==> src/core/uhpc_params.svh <==
/*
 * Offsets, field positions, reset values and signalling times of the hub block.
 * Assumes 32-bit APB byte addressing.
 */
`ifndef UHPC_PARAMS_SVH
`define UHPC_PARAMS_SVH

// Global state kept as index; byte address = index * 4
`define UHPC_IDX_GLOBAL_STATE 14'h1FFB
`define UHPC_ADDR_GLOBAL_STATE 16'h7FEC
`define UHPC_ADDR_EP_ACK1 16'h0000
`define UHPC_ADDR_EP_ACK2 16'h0004
`define UHPC_ADDR_EP_ACK3 16'h0008
`define UHPC_ADDR_EP_STATUS1 16'h0010
`define UHPC_ADDR_EP_STATUS2 16'h0014
`define UHPC_ADDR_EP_STATUS3 16'h0018
`define UHPC_ADDR_HUB_STATUS 16'h0020
`define UHPC_ADDR_PORT_CONTROL 16'h0024
`define UHPC_ADDR_PORT_STATE 16'h0028
`define UHPC_ADDR_HUB_EP1 16'h002C

// Endpoint acknowledge register fields
`define UHPC_ACK_DATA_END 6
`define UHPC_ACK_FORCE_STALL 5
`define UHPC_ACK_TX_READY 4
`define UHPC_ACK_STALL_CLR 3
`define UHPC_ACK_OUT_CLR 1
`define UHPC_ACK_IN_CLR 0
`define UHPC_ACK_WMASK 8'h70

// Endpoint status fields
`define UHPC_ST_STALL_SENT 3
`define UHPC_ST_OUT_RCVD 1
`define UHPC_ST_TX_DONE 0

// Global state fields
`define UHPC_GS_SUSPENDED 4
`define UHPC_GS_RESUME 3
`define UHPC_GS_RWAKE 2
`define UHPC_GS_CONFIG 1
`define UHPC_GS_ADDR_VALID 0
`define UHPC_GS_WMASK 8'h07
`define UHPC_GS_RESET 8'h00

// Hub status fields
`define UHPC_HS_OC_CHANGE 3
`define UHPC_HS_LP_CHANGE 2
`define UHPC_HS_OC_IND 1
`define UHPC_HS_LP_LOST 0
`define UHPC_HS_WMASK 8'h0F
`define UHPC_HS_RESET 8'h00

// Port control fields
`define UHPC_PC_CMD_LSB 4
`define UHPC_PC_SEL_LSB 0
`define UHPC_PC_WMASK 8'h77
`define UHPC_PC_RESET 8'h00

// Reset and resume signalling times
`define UHPC_RESET_SIG_MS 10
`define UHPC_RESUME_SIG_MS 20
`define UHPC_CLK_MHZ 200

`endif

==> src/core/uhpc_pkg.sv <==
/*
 * Types for the hub port control block.
 * Assumes uhpc_params.svh holds the numbers.
 */
package uhpc_pkg;

    typedef enum logic [2:0] {
        UHPC_CMD_DISABLE,
        UHPC_CMD_ENABLE,
        UHPC_CMD_RESET,
        UHPC_CMD_SUSPEND,
        UHPC_CMD_RESUME
    } uhpc_cmd_t;

    typedef enum logic [2:0] {
        UHPC_PS_DISABLED,
        UHPC_PS_ENABLED,
        UHPC_PS_RESETTING,
        UHPC_PS_SUSPENDED,
        UHPC_PS_RESUMING
    } uhpc_port_state_t;

    typedef struct packed {
        logic tx_acked;
        logic iso_sent;
        logic stall_sent;
        logic out_rcvd;
    } uhpc_ep_event_t;

    typedef struct packed {
        logic [3:0] status;
        logic       tx_ready;
    } uhpc_ep_view_t;

endpackage

==> src/core/uhpc_hub_port_control.sv <==
/*
 * Hub register logic behind APB: endpoint status, global state, hub status, ports.
 * Assumes one-cycle event pulses, all synchronous to core_clk_in.
 */
// The APB interface to the registers is this design's own decision.
// Operation
// - Host ACK, or any isochronous send, clears transmit-ready.
// - Hardware clearing transmit-ready with interrupt enabled raises interrupt.
// - Writing one to stall clear bit clears stall-sent status bit 3.
// - Writing one to out clear bit clears received-OUT status bit 1.
// - Writing one to in clear bit clears transmit-complete status bit 0.
// - Reserved bits always read as zero.
// - Hub endpoint 1 in hardware: report changes at next IN, else NAK.
// - Hub control endpoint uses the same handshake as function control endpoint.
// - Suspended flag bit 4 follows hardware suspend state, read-only.
// - Resume flag bit 3 set on upstream resume until downstream resume done.
// - Remote wake enable bit 2 set when host enables remote wakeup.
// - Configured bit 1 set by firmware, cleared on reset or config zero.
// - Address valid bit 0 makes hub use new address from next transaction.
// - Hub status: bit3 overcurrent change, bit2 power change, bit1 overcurrent, bit0 lost.
// - Bitmap bit 0 is one whenever hub status bit 1 or 3 is one.
// - Command bits 6:4 decode disable, enable, reset, suspend, resume.
// - Disable/enable moves addressed downstream port; port 1 left to firmware.
// - Reset-and-enable drives reset signalling on addressed port, then enables it.
// - Suspend idles the addressed port and stops forwarding traffic.
// - Resume sends resume signalling on addressed port, then enables it.
// - Port select bits 2:0 choose port; 3 selects port 3, 2 port 2.
// - After reset signalling ends, hardware sets the port's reset-complete change bit.
`timescale 1ns/1ps
`include "uhpc_params.svh"

module uhpc_hub_port_control
    import uhpc_pkg::*;
#(
    parameter int unsigned RESET_SIG_CYCLES =
        `UHPC_RESET_SIG_MS * `UHPC_CLK_MHZ * 1000,
    parameter int unsigned RESUME_SIG_CYCLES =
        `UHPC_RESUME_SIG_MS * `UHPC_CLK_MHZ * 1000
) (
    input wire logic core_clk_in,
    input wire logic rst_in,
    input wire logic psel_in,
    input wire logic penable_in,
    input wire logic pwrite_in,
    input wire logic [15:0] paddr_in,
    input wire logic [31:0] pwdata_in,
    output logic [31:0] prdata_out,
    output logic pready_out,
    output logic pslverr_out,
    input wire uhpc_ep_event_t [2:0] ep_event_in,
    input wire logic [2:0] ep_int_en_in,
    input wire logic usb_suspended_in,
    input wire logic upstream_resume_in,
    input wire logic downstream_resume_done_in,
    input wire logic host_rwake_set_in,
    input wire logic host_rwake_clr_in,
    input wire logic host_config_zero_in,
    input wire logic hub_ep1_in_token_in,
    input wire logic [2:0] port_change_in,
    output logic [2:0] ep_tx_ready_out,
    output logic ep_int_out,
    output logic hub_ep1_ack_out,
    output logic hub_ep1_nak_out,
    output logic [7:0] hub_ep1_bitmap_out,
    output logic hub_addr_valid_out,
    output logic [1:0] port_enabled_out,
    output logic [1:0] port_reset_drive_out,
    output logic [1:0] port_suspended_out,
    output logic [1:0] port_resume_drive_out,
    output logic [1:0] reset_complete_change_out
);

    // ------------------------------------------------------------------
    // Helpers
    // ------------------------------------------------------------------
    function automatic logic [31:0] zext8(input logic [7:0] v);
        zext8 = {24'h000000, v};
    endfunction

    function automatic int ep_index(input logic [15:0] a, input logic [15:0] base);
        if (a == base) ep_index = 0;
        else if (a == base + 16'h0004) ep_index = 1;
        else if (a == base + 16'h0008) ep_index = 2;
        else ep_index = -1;
    endfunction

    // ------------------------------------------------------------------
    // APB access strobes
    // ------------------------------------------------------------------
    logic wr_acc;
    logic rd_acc;
    logic [7:0] wbyte;
    int ack_idx;
    int st_idx;

    always_comb begin
        wr_acc = psel_in && penable_in && pwrite_in && !pready_out;
        rd_acc = psel_in && penable_in && !pwrite_in && !pready_out;
        wbyte = pwdata_in[7:0];
        ack_idx = ep_index(paddr_in, `UHPC_ADDR_EP_ACK1);
        st_idx = ep_index(paddr_in, `UHPC_ADDR_EP_STATUS1);
    end

    // ------------------------------------------------------------------
    // Endpoint acknowledge and status
    // ------------------------------------------------------------------
    logic [2:0][7:0] ack_ff;
    logic [2:0][7:0] nxt_ack;
    logic [2:0][3:0] est_ff;
    logic [2:0][3:0] nxt_est;
    logic ep_int_ff;
    logic nxt_ep_int;

    always_comb begin
        nxt_ack = ack_ff;
        nxt_est = est_ff;
        nxt_ep_int = 1'b0;
        for (int i = 0; i < 3; i++) begin
            if (wr_acc && ack_idx == i) begin
                // Clear strobes are not stored
                nxt_ack[i] = wbyte & `UHPC_ACK_WMASK;
                if (wbyte[`UHPC_ACK_STALL_CLR])
                    nxt_est[i][`UHPC_ST_STALL_SENT] = 1'b0;
                if (wbyte[`UHPC_ACK_OUT_CLR])
                    nxt_est[i][`UHPC_ST_OUT_RCVD] = 1'b0;
                if (wbyte[`UHPC_ACK_IN_CLR])
                    nxt_est[i][`UHPC_ST_TX_DONE] = 1'b0;
            end
            // Hardware sets win over clears
            if (ep_event_in[i].stall_sent)
                nxt_est[i][`UHPC_ST_STALL_SENT] = 1'b1;
            if (ep_event_in[i].out_rcvd)
                nxt_est[i][`UHPC_ST_OUT_RCVD] = 1'b1;
            if ((ep_event_in[i].tx_acked || ep_event_in[i].iso_sent)
                    && ack_ff[i][`UHPC_ACK_TX_READY]) begin
                nxt_ack[i][`UHPC_ACK_TX_READY] = 1'b0;
                nxt_est[i][`UHPC_ST_TX_DONE] = 1'b1;
                if (ep_int_en_in[i])
                    nxt_ep_int = 1'b1;
            end
        end
    end

    always_ff @(posedge core_clk_in) begin
        if (rst_in) begin
            ack_ff <= '0;
            est_ff <= '0;
            ep_int_ff <= 1'b0;
        end else begin
            ack_ff <= nxt_ack;
            est_ff <= nxt_est;
            ep_int_ff <= nxt_ep_int;
        end
    end

    // ------------------------------------------------------------------
    // Global state and hub status
    // ------------------------------------------------------------------
    logic [7:0] gs_ff;
    logic [7:0] nxt_gs;
    logic [7:0] hs_ff;
    logic [7:0] nxt_hs;
    logic hs_pending_ff;
    logic nxt_hs_pending;
    logic [7:0] bitmap;
    logic [1:0] rcc_ff;
    logic [1:0] nxt_rcc;

    always_comb begin
        nxt_gs = gs_ff;
        nxt_hs = hs_ff;
        if (host_config_zero_in)
            nxt_gs[`UHPC_GS_CONFIG] = 1'b0;
        if (host_rwake_clr_in)
            nxt_gs[`UHPC_GS_RWAKE] = 1'b0;
        if (wr_acc && paddr_in == `UHPC_ADDR_GLOBAL_STATE)
            nxt_gs = (gs_ff & ~`UHPC_GS_WMASK) | (wbyte & `UHPC_GS_WMASK);
        if (host_rwake_set_in)
            nxt_gs[`UHPC_GS_RWAKE] = 1'b1;
        nxt_gs[`UHPC_GS_SUSPENDED] = usb_suspended_in;
        if (downstream_resume_done_in)
            nxt_gs[`UHPC_GS_RESUME] = 1'b0;
        if (upstream_resume_in)
            nxt_gs[`UHPC_GS_RESUME] = 1'b1;
        nxt_gs[7:5] = 3'h0;
        if (wr_acc && paddr_in == `UHPC_ADDR_HUB_STATUS)
            nxt_hs = wbyte & `UHPC_HS_WMASK;
    end

    always_comb begin
        bitmap = 8'h00;
        bitmap[0] = hs_ff[`UHPC_HS_OC_IND] | hs_ff[`UHPC_HS_OC_CHANGE];
        bitmap[3:1] = port_change_in;
    end

    // Hub change waiting for the next IN
    always_comb begin
        nxt_hs_pending = hs_pending_ff;
        if (hub_ep1_in_token_in)
            nxt_hs_pending = 1'b0;
        if (nxt_hs != hs_ff || nxt_rcc != rcc_ff || |port_change_in)
            nxt_hs_pending = 1'b1;
    end

    // ------------------------------------------------------------------
    // Port control: ports 2 and 3 only; port 1 handled by firmware
    // ------------------------------------------------------------------
    logic [7:0] pc_ff;
    logic [7:0] nxt_pc;
    uhpc_port_state_t [1:0] pst_ff;
    uhpc_port_state_t [1:0] nxt_pst;
    logic [1:0][31:0] tmr_ff;
    logic [1:0][31:0] nxt_tmr;
    uhpc_cmd_t cmd;
    logic [2:0] sel;

    always_comb begin
        nxt_pc = pc_ff;
        nxt_pst = pst_ff;
        nxt_tmr = tmr_ff;
        nxt_rcc = rcc_ff;
        cmd = uhpc_cmd_t'(wbyte[`UHPC_PC_CMD_LSB +: 3]);
        sel = wbyte[`UHPC_PC_SEL_LSB +: 3];
        for (int p = 0; p < 2; p++) begin
            if (tmr_ff[p] != 32'h0)
                nxt_tmr[p] = tmr_ff[p] - 32'h1;
            case (pst_ff[p])
                UHPC_PS_RESETTING: begin
                    if (tmr_ff[p] == 32'h1)
                        nxt_pst[p] = UHPC_PS_ENABLED;
                end
                UHPC_PS_RESUMING: begin
                    if (tmr_ff[p] == 32'h1)
                        nxt_pst[p] = UHPC_PS_ENABLED;
                end
                default: begin
                end
            endcase
        end
        if (wr_acc && paddr_in == `UHPC_ADDR_PORT_CONTROL) begin
            nxt_pc = wbyte & `UHPC_PC_WMASK;
            for (int p = 0; p < 2; p++) begin
                if (sel == 3'(p + 2)) begin
                    case (cmd)
                        UHPC_CMD_DISABLE: nxt_pst[p] = UHPC_PS_DISABLED;
                        UHPC_CMD_ENABLE: nxt_pst[p] = UHPC_PS_ENABLED;
                        UHPC_CMD_RESET: begin
                            nxt_pst[p] = UHPC_PS_RESETTING;
                            nxt_tmr[p] = RESET_SIG_CYCLES;
                        end
                        UHPC_CMD_SUSPEND: nxt_pst[p] = UHPC_PS_SUSPENDED;
                        UHPC_CMD_RESUME: begin
                            nxt_pst[p] = UHPC_PS_RESUMING;
                            nxt_tmr[p] = RESUME_SIG_CYCLES;
                        end
                        default: begin
                        end
                    endcase
                end
            end
        end
        if (wr_acc && paddr_in == `UHPC_ADDR_PORT_STATE)
            nxt_rcc = rcc_ff & ~wbyte[5:4];
        for (int p = 0; p < 2; p++) begin
            if (pst_ff[p] == UHPC_PS_RESETTING && tmr_ff[p] == 32'h1)
                nxt_rcc[p] = 1'b1;
        end
    end

    always_ff @(posedge core_clk_in) begin
        if (rst_in) begin
            gs_ff <= `UHPC_GS_RESET;
            hs_ff <= `UHPC_HS_RESET;
            hs_pending_ff <= 1'b0;
            pc_ff <= `UHPC_PC_RESET;
            pst_ff <= '{UHPC_PS_DISABLED, UHPC_PS_DISABLED};
            tmr_ff <= '0;
            rcc_ff <= 2'h0;
        end else begin
            gs_ff <= nxt_gs;
            hs_ff <= nxt_hs;
            hs_pending_ff <= nxt_hs_pending;
            pc_ff <= nxt_pc;
            pst_ff <= nxt_pst;
            tmr_ff <= nxt_tmr;
            rcc_ff <= nxt_rcc;
        end
    end

    // ------------------------------------------------------------------
    // Hub endpoint 1 answer and port drive outputs
    // ------------------------------------------------------------------
    logic nxt_ep1_ack;
    logic nxt_ep1_nak;
    logic [7:0] nxt_bitmap;
    logic [7:0] ep1_bitmap_ff;
    logic ep1_ack_ff;
    logic ep1_nak_ff;
    logic [1:0] pen_ff;
    logic [1:0] prst_ff;
    logic [1:0] psus_ff;
    logic [1:0] pres_ff;

    always_comb begin
        nxt_ep1_ack = hub_ep1_in_token_in && hs_pending_ff;
        nxt_ep1_nak = hub_ep1_in_token_in && !hs_pending_ff;
        nxt_bitmap = nxt_ep1_ack ? (bitmap | {5'h00, rcc_ff, 1'b0})
                                 : ep1_bitmap_ff;
    end

    always_ff @(posedge core_clk_in) begin
        if (rst_in) begin
            ep1_ack_ff <= 1'b0;
            ep1_nak_ff <= 1'b0;
            ep1_bitmap_ff <= 8'h00;
            pen_ff <= 2'h0;
            prst_ff <= 2'h0;
            psus_ff <= 2'h0;
            pres_ff <= 2'h0;
        end else begin
            ep1_ack_ff <= nxt_ep1_ack;
            ep1_nak_ff <= nxt_ep1_nak;
            ep1_bitmap_ff <= nxt_bitmap;
            for (int p = 0; p < 2; p++) begin
                pen_ff[p] <= nxt_pst[p] == UHPC_PS_ENABLED;
                prst_ff[p] <= nxt_pst[p] == UHPC_PS_RESETTING;
                psus_ff[p] <= nxt_pst[p] == UHPC_PS_SUSPENDED;
                pres_ff[p] <= nxt_pst[p] == UHPC_PS_RESUMING;
            end
        end
    end

    // ------------------------------------------------------------------
    // APB read path and ready
    // ------------------------------------------------------------------
    logic [31:0] rdata;
    logic rerr;
    logic [31:0] prdata_ff;
    logic pready_ff;
    logic pslverr_ff;

    always_comb begin
        rdata = 32'h00000000;
        rerr = 1'b0;
        if (ack_idx >= 0)
            rdata = zext8(ack_ff[ack_idx[1:0]]);
        else if (st_idx >= 0)
            rdata = zext8({4'h0, est_ff[st_idx[1:0]]});
        else if (paddr_in == `UHPC_ADDR_GLOBAL_STATE)
            rdata = zext8(gs_ff);
        else if (paddr_in == `UHPC_ADDR_HUB_STATUS)
            rdata = zext8(hs_ff);
        else if (paddr_in == `UHPC_ADDR_PORT_CONTROL)
            rdata = zext8(pc_ff);
        else if (paddr_in == `UHPC_ADDR_PORT_STATE)
            rdata = zext8({2'h0, rcc_ff, 1'b0, psus_ff[1], pen_ff[1:0]});
        else if (paddr_in == `UHPC_ADDR_HUB_EP1)
            rdata = zext8(bitmap);
        else
            rerr = 1'b1;
    end

    always_ff @(posedge core_clk_in) begin
        if (rst_in) begin
            prdata_ff <= 32'h00000000;
            pready_ff <= 1'b0;
            pslverr_ff <= 1'b0;
        end else begin
            prdata_ff <= rd_acc ? rdata : 32'h00000000;
            pready_ff <= wr_acc || rd_acc;
            pslverr_ff <= (wr_acc || rd_acc) && rerr;
        end
    end

    assign prdata_out = prdata_ff;
    assign pready_out = pready_ff;
    assign pslverr_out = pslverr_ff;
    assign ep_int_out = ep_int_ff;
    assign hub_ep1_ack_out = ep1_ack_ff;
    assign hub_ep1_nak_out = ep1_nak_ff;
    assign hub_ep1_bitmap_out = ep1_bitmap_ff;
    assign hub_addr_valid_out = gs_ff[`UHPC_GS_ADDR_VALID];
    assign port_enabled_out = pen_ff;
    assign port_reset_drive_out = prst_ff;
    assign port_suspended_out = psus_ff;
    assign port_resume_drive_out = pres_ff;
    assign reset_complete_change_out = rcc_ff;

    always_comb begin
        for (int i = 0; i < 3; i++)
            ep_tx_ready_out[i] = ack_ff[i][`UHPC_ACK_TX_READY];
    end

endmodule

==> config.mk <==
export PLATFORM = sky130hd
export DESIGN_NAME = uhpc_hub_port_control
export DESIGN_NICKNAME = d
export VERILOG_FILES = /design/src/core/uhpc_pkg.sv /design/src/core/uhpc_hub_port_control.sv
export VERILOG_INCLUDE_DIRS = /design/src /design/src/core
export SDC_FILE = /design/constraint.sdc
export NUM_CORES = 1
export LEC_CHECK = 0
export BUFFER_PORTS_ARGS = -buffer_cell sky130_fd_sc_hd__buf_2
export CAP_MARGIN = 30
export CORE_MARGIN = 10
export CORE_UTILIZATION = 50
export DETAILED_ROUTE_END_ITERATION = 7
export PLACE_DENSITY = 0.74
export REMOVE_ABC_BUFFERS = 1
export SYNTH_ARGS = -nofsm -noshare
export SYNTH_HDL_FRONTEND = slang
export SYNTH_SLANG_ARGS = --single-unit
export TNS_END_PERCENT = 5
==> constraint.sdc <==
create_clock -name core_clk_in -period 7.68 [get_ports core_clk_in]
set_input_delay 1.152 -clock core_clk_in [delete_from_list [all_inputs] [get_ports core_clk_in]]
set_output_delay 1.152 -clock core_clk_in [all_outputs]
set_load 0.01 [all_outputs]
==> flow_metrics.tcl <==
set metrics [dict create \
    n_fill_cell 1253 \
    first_iter_violations 468 \
    antenna_found_initial 0 \
    wire_per_inst_microns 15.70 \
    grt_pass1_vias 5635 \
    clock_sinks 135 \
    rsz0062_at_grt "false" \
    cts_tree "done" \
    coreArea_sq_um 13240 \
    slew_headroom_pct 37.19 \
    start_kind "input pin" \
    areaGrowthSynthToFinish_pct 14.00 \
    finalCriticalPeriod_ns 3.536 \
    grt_use_total_pct 18.21 \
    die-width_microns 136.2 \
    crit_buf_inv 1 \
    drv_cap 0 \
    cts_made_buffers 17 \
    power.density_nw_per_um2 342.2 \
    avgViaCountPerCell 5.531 \
    dieHeight_microns 136.2 \
    cts.reportedPaths.clkPinSlew_ns 0.06 \
    cts_max_level 4 \
    first_pass_iters 5 \
    wl_microns 16680 \
    cp.arrival_ns 3.85 \
    setup_ws_ns 4.144 \
    grt_max_degree 36 \
    clk_latency_ns 0.42 \
    dieArea_sq_um 18540 \
    worstMarginPinSlew_ns 0.9291 \
    synth_cells 805 \
    crit_fanout 7 \
    maxSlewViolCount 0 \
    rows 42 \
    grt_first_pass_wirelength_microns 27740 \
    max_stage_delay_ns 0.70 \
    final_hold_viol_count 0 \
    clock_path_buffers 2 \
    dpl.hpwl_microns 12190 \
    fmax_mhz 282.8 \
    finClkSkew_ns 0.006602 \
    ys.flop_type "dfxtp_1" \
    ys.warnings.count 0 \
    vias 5874 \
    worstSetupEndpointType "flop" \
    leakagePower_uw 0.003021 \
    diodes 0 \
    gr-total-overflow 0 \
    portBuffers 83 \
    dpl_worst_slack_ns 3.886 \
    cts_setup_buffers 0 \
    drive_gt1_share_pct 15.91 \
    period_share_pct 46.04 \
    crit_family "simple AND/OR/NAND/NOR gates" \
    io_pins 137 \
    nNetsFinal 957 \
    worstPathCellList "buf_2, or4_1, nor4_2, nand2_1, nor3_1, nor2_1, and2_1" \
    peakVddDrop_v 0.0002225 \
    cp_data_required_time_ns 7.99 \
    synth_cell_types 67 \
    async_reset_ff_share_pct 0 \
    ant_nets 0 \
    drc 0 \
    start_util_pct 50.95 \
    cp_slowest_cell "nor4_2" \
    tns_ns 0 \
    outcome "completed" \
    postSynthAreaPerCell_sq_um 8.382 \
    setup_viol 0 \
    hp-class "flop to flop" \
    critPathKind "input pin to flop" \
    syn_area_sq_um 6748 \
    seq_area_frac_synth_pct 40.05 \
    synth_edf_count 0 \
    gp_congestion 0.8617 \
    ctsResizeCount 0 \
    cts-root-buf "clkbuf_16" \
    synth-seq-cells 135 \
    postCtsHoldBufs 0 \
]
[synth_stat cells (14+ instances only)]
master | number | area share [%]
nor4_1 | 20 | 1.9
nand2_1 | 63 | 3.5
buf_4 | 32 | 3.6
clkbuf_1 | 27 | 1.5
or4_1 | 14 | 1.6
a21oi_1 | 45 | 3.3
nor2_1 | 111 | 6.2
o21ai_0 | 27 | 2.0
mux2i_1 | 22 | 3.3
nand3_1 | 16 | 1.2
dfxtp_1 | 135 | 40
or3_1 | 19 | 1.8
xnor2_1 | 53 | 6.9
nor3_1 | 57 | 4.2
[stage by stage]
| stage | power [uW] | hold slack (ns) | cell area (sq um) | instances | utilization, % |
|---|---|---|---|---|---|
| floorplan | 1670 | 0.4223 | 6459 | 765 | - |
| global placement | 1872 | 0.4392 | 7124 | 1028 | 53.80 |
| detailed placement | 1893 | 0.4436 | 7147 | 1030 | 53.97 |
| CTS | 2637 | 0.4514 | 7692 | 1062 | 58.09 |
| global route | 2817 | 0.4643 | 7692 | 1062 | 58.09 |
| finish | 2632 | 0.4535 | 7692 | 1062 | 58.09 |
[cell families after synthesis]
family	share of synthesized area (%)
other cells	0.05557
simple gates	30.08
mux	3.764
flops	40.05
compound gates	10.77
xor+xnor	7.658
buf+inv	6.508
fa+ha+maj	1.113
[registers in the layout, summed over array words and instances, names as in the netlist, 2 cells and up]
| signal | count |
|---|---|
| ack_ff | 6 |
| ep_tx_ready_out | 3 |
| est_ff | 9 |
| gs_ff | 5 |
| hs_ff | 8 |
| hub_ep1_bitmap_out | 4 |
| pc_ff | 6 |
| port_enabled_out | 2 |
| port_reset_drive_out | 2 |
| port_resume_drive_out | 2 |
| port_suspended_out | 2 |
| prdata_out | 8 |
| pst_ff | 6 |
| reset_complete_change_out | 2 |
| tmr_ff | 64 |
[power breakdown]
group / switching [uW] / leakage [uW] / internal [uW]
combinational: 574 / 0.00167 / 413
clock: 304 / 0.000256 / 434
sequential: 105 / 0.00110 / 803
total: 983 / 0.00302 / 1650
[final timing paths]
| kind | start | to | slack, ns | cells after the start |
|---|---|---|---|---|
| worst min register to register | pc_ff[2] | pc_ff[2] | 0.45 | 2 |
| worst max-delay path | paddr_in[9] | hs_ff[5] | 4.14 | 7 |
| worst max register to register | tmr_ff[17] | tmr_ff[4] | 4.52 | 7 |
| worst min-delay path | pc_ff[2] | pc_ff[2] | 0.45 | 2 |
[cell usage in the layout, fill, tap and decap left out, drive strengths merged, types with 16 or more instances in the layout]
| cell type | Yosys | routed |
|---|---|---|
| dfxtp | 135 | 135 |
| nor2 | 111 | 111 |
| buf | 40 | 89 |
| nand2 | 63 | 63 |
| nor3 | 60 | 60 |
| xnor2 | 53 | 53 |
| a21oi | 45 | 45 |
| o21ai | 29 | 29 |
| conb | 1 | 28 |
| nor4 | 25 | 25 |
| mux2i | 22 | 22 |
| clkbuf | 27 | 20 |
| or3 | 19 | 19 |
| or4 | 17 | 17 |
| nand3 | 16 | 16 |
[tightest hold or removal path: stages (launching register included)]
cell,delay (ns)
dfxtp_1,0.31
nand2_1,0.05
a21oi_1,0.05
[area by class of cell]
cell class | instances | area (sq um) | area share (%)
multi-input combinational | 617 | 3707 | 48.19
sequential | 135 | 2703 | 35.13
timing repair buffer | 89 | 467.9 | 6.083
clock buffer | 20 | 466.7 | 6.067
tap | 176 | 220.2 | 2.863
clock inverter | 12 | 78.83 | 1.025
inverter | 13 | 48.80 | 0.6344
[metal layers]
metal / wire, microns / track usage, % / share of wire [%]
met1: 7792 / 23.96 / 47
met2: 7694 / 28.24 / 46
met3: 1007 / 5.498 / 6.0
met4: 182 / 5.089 / 1.1
met5: 0 / 0 / 0
No activity file was read; power rests on OpenSTA's default activity.
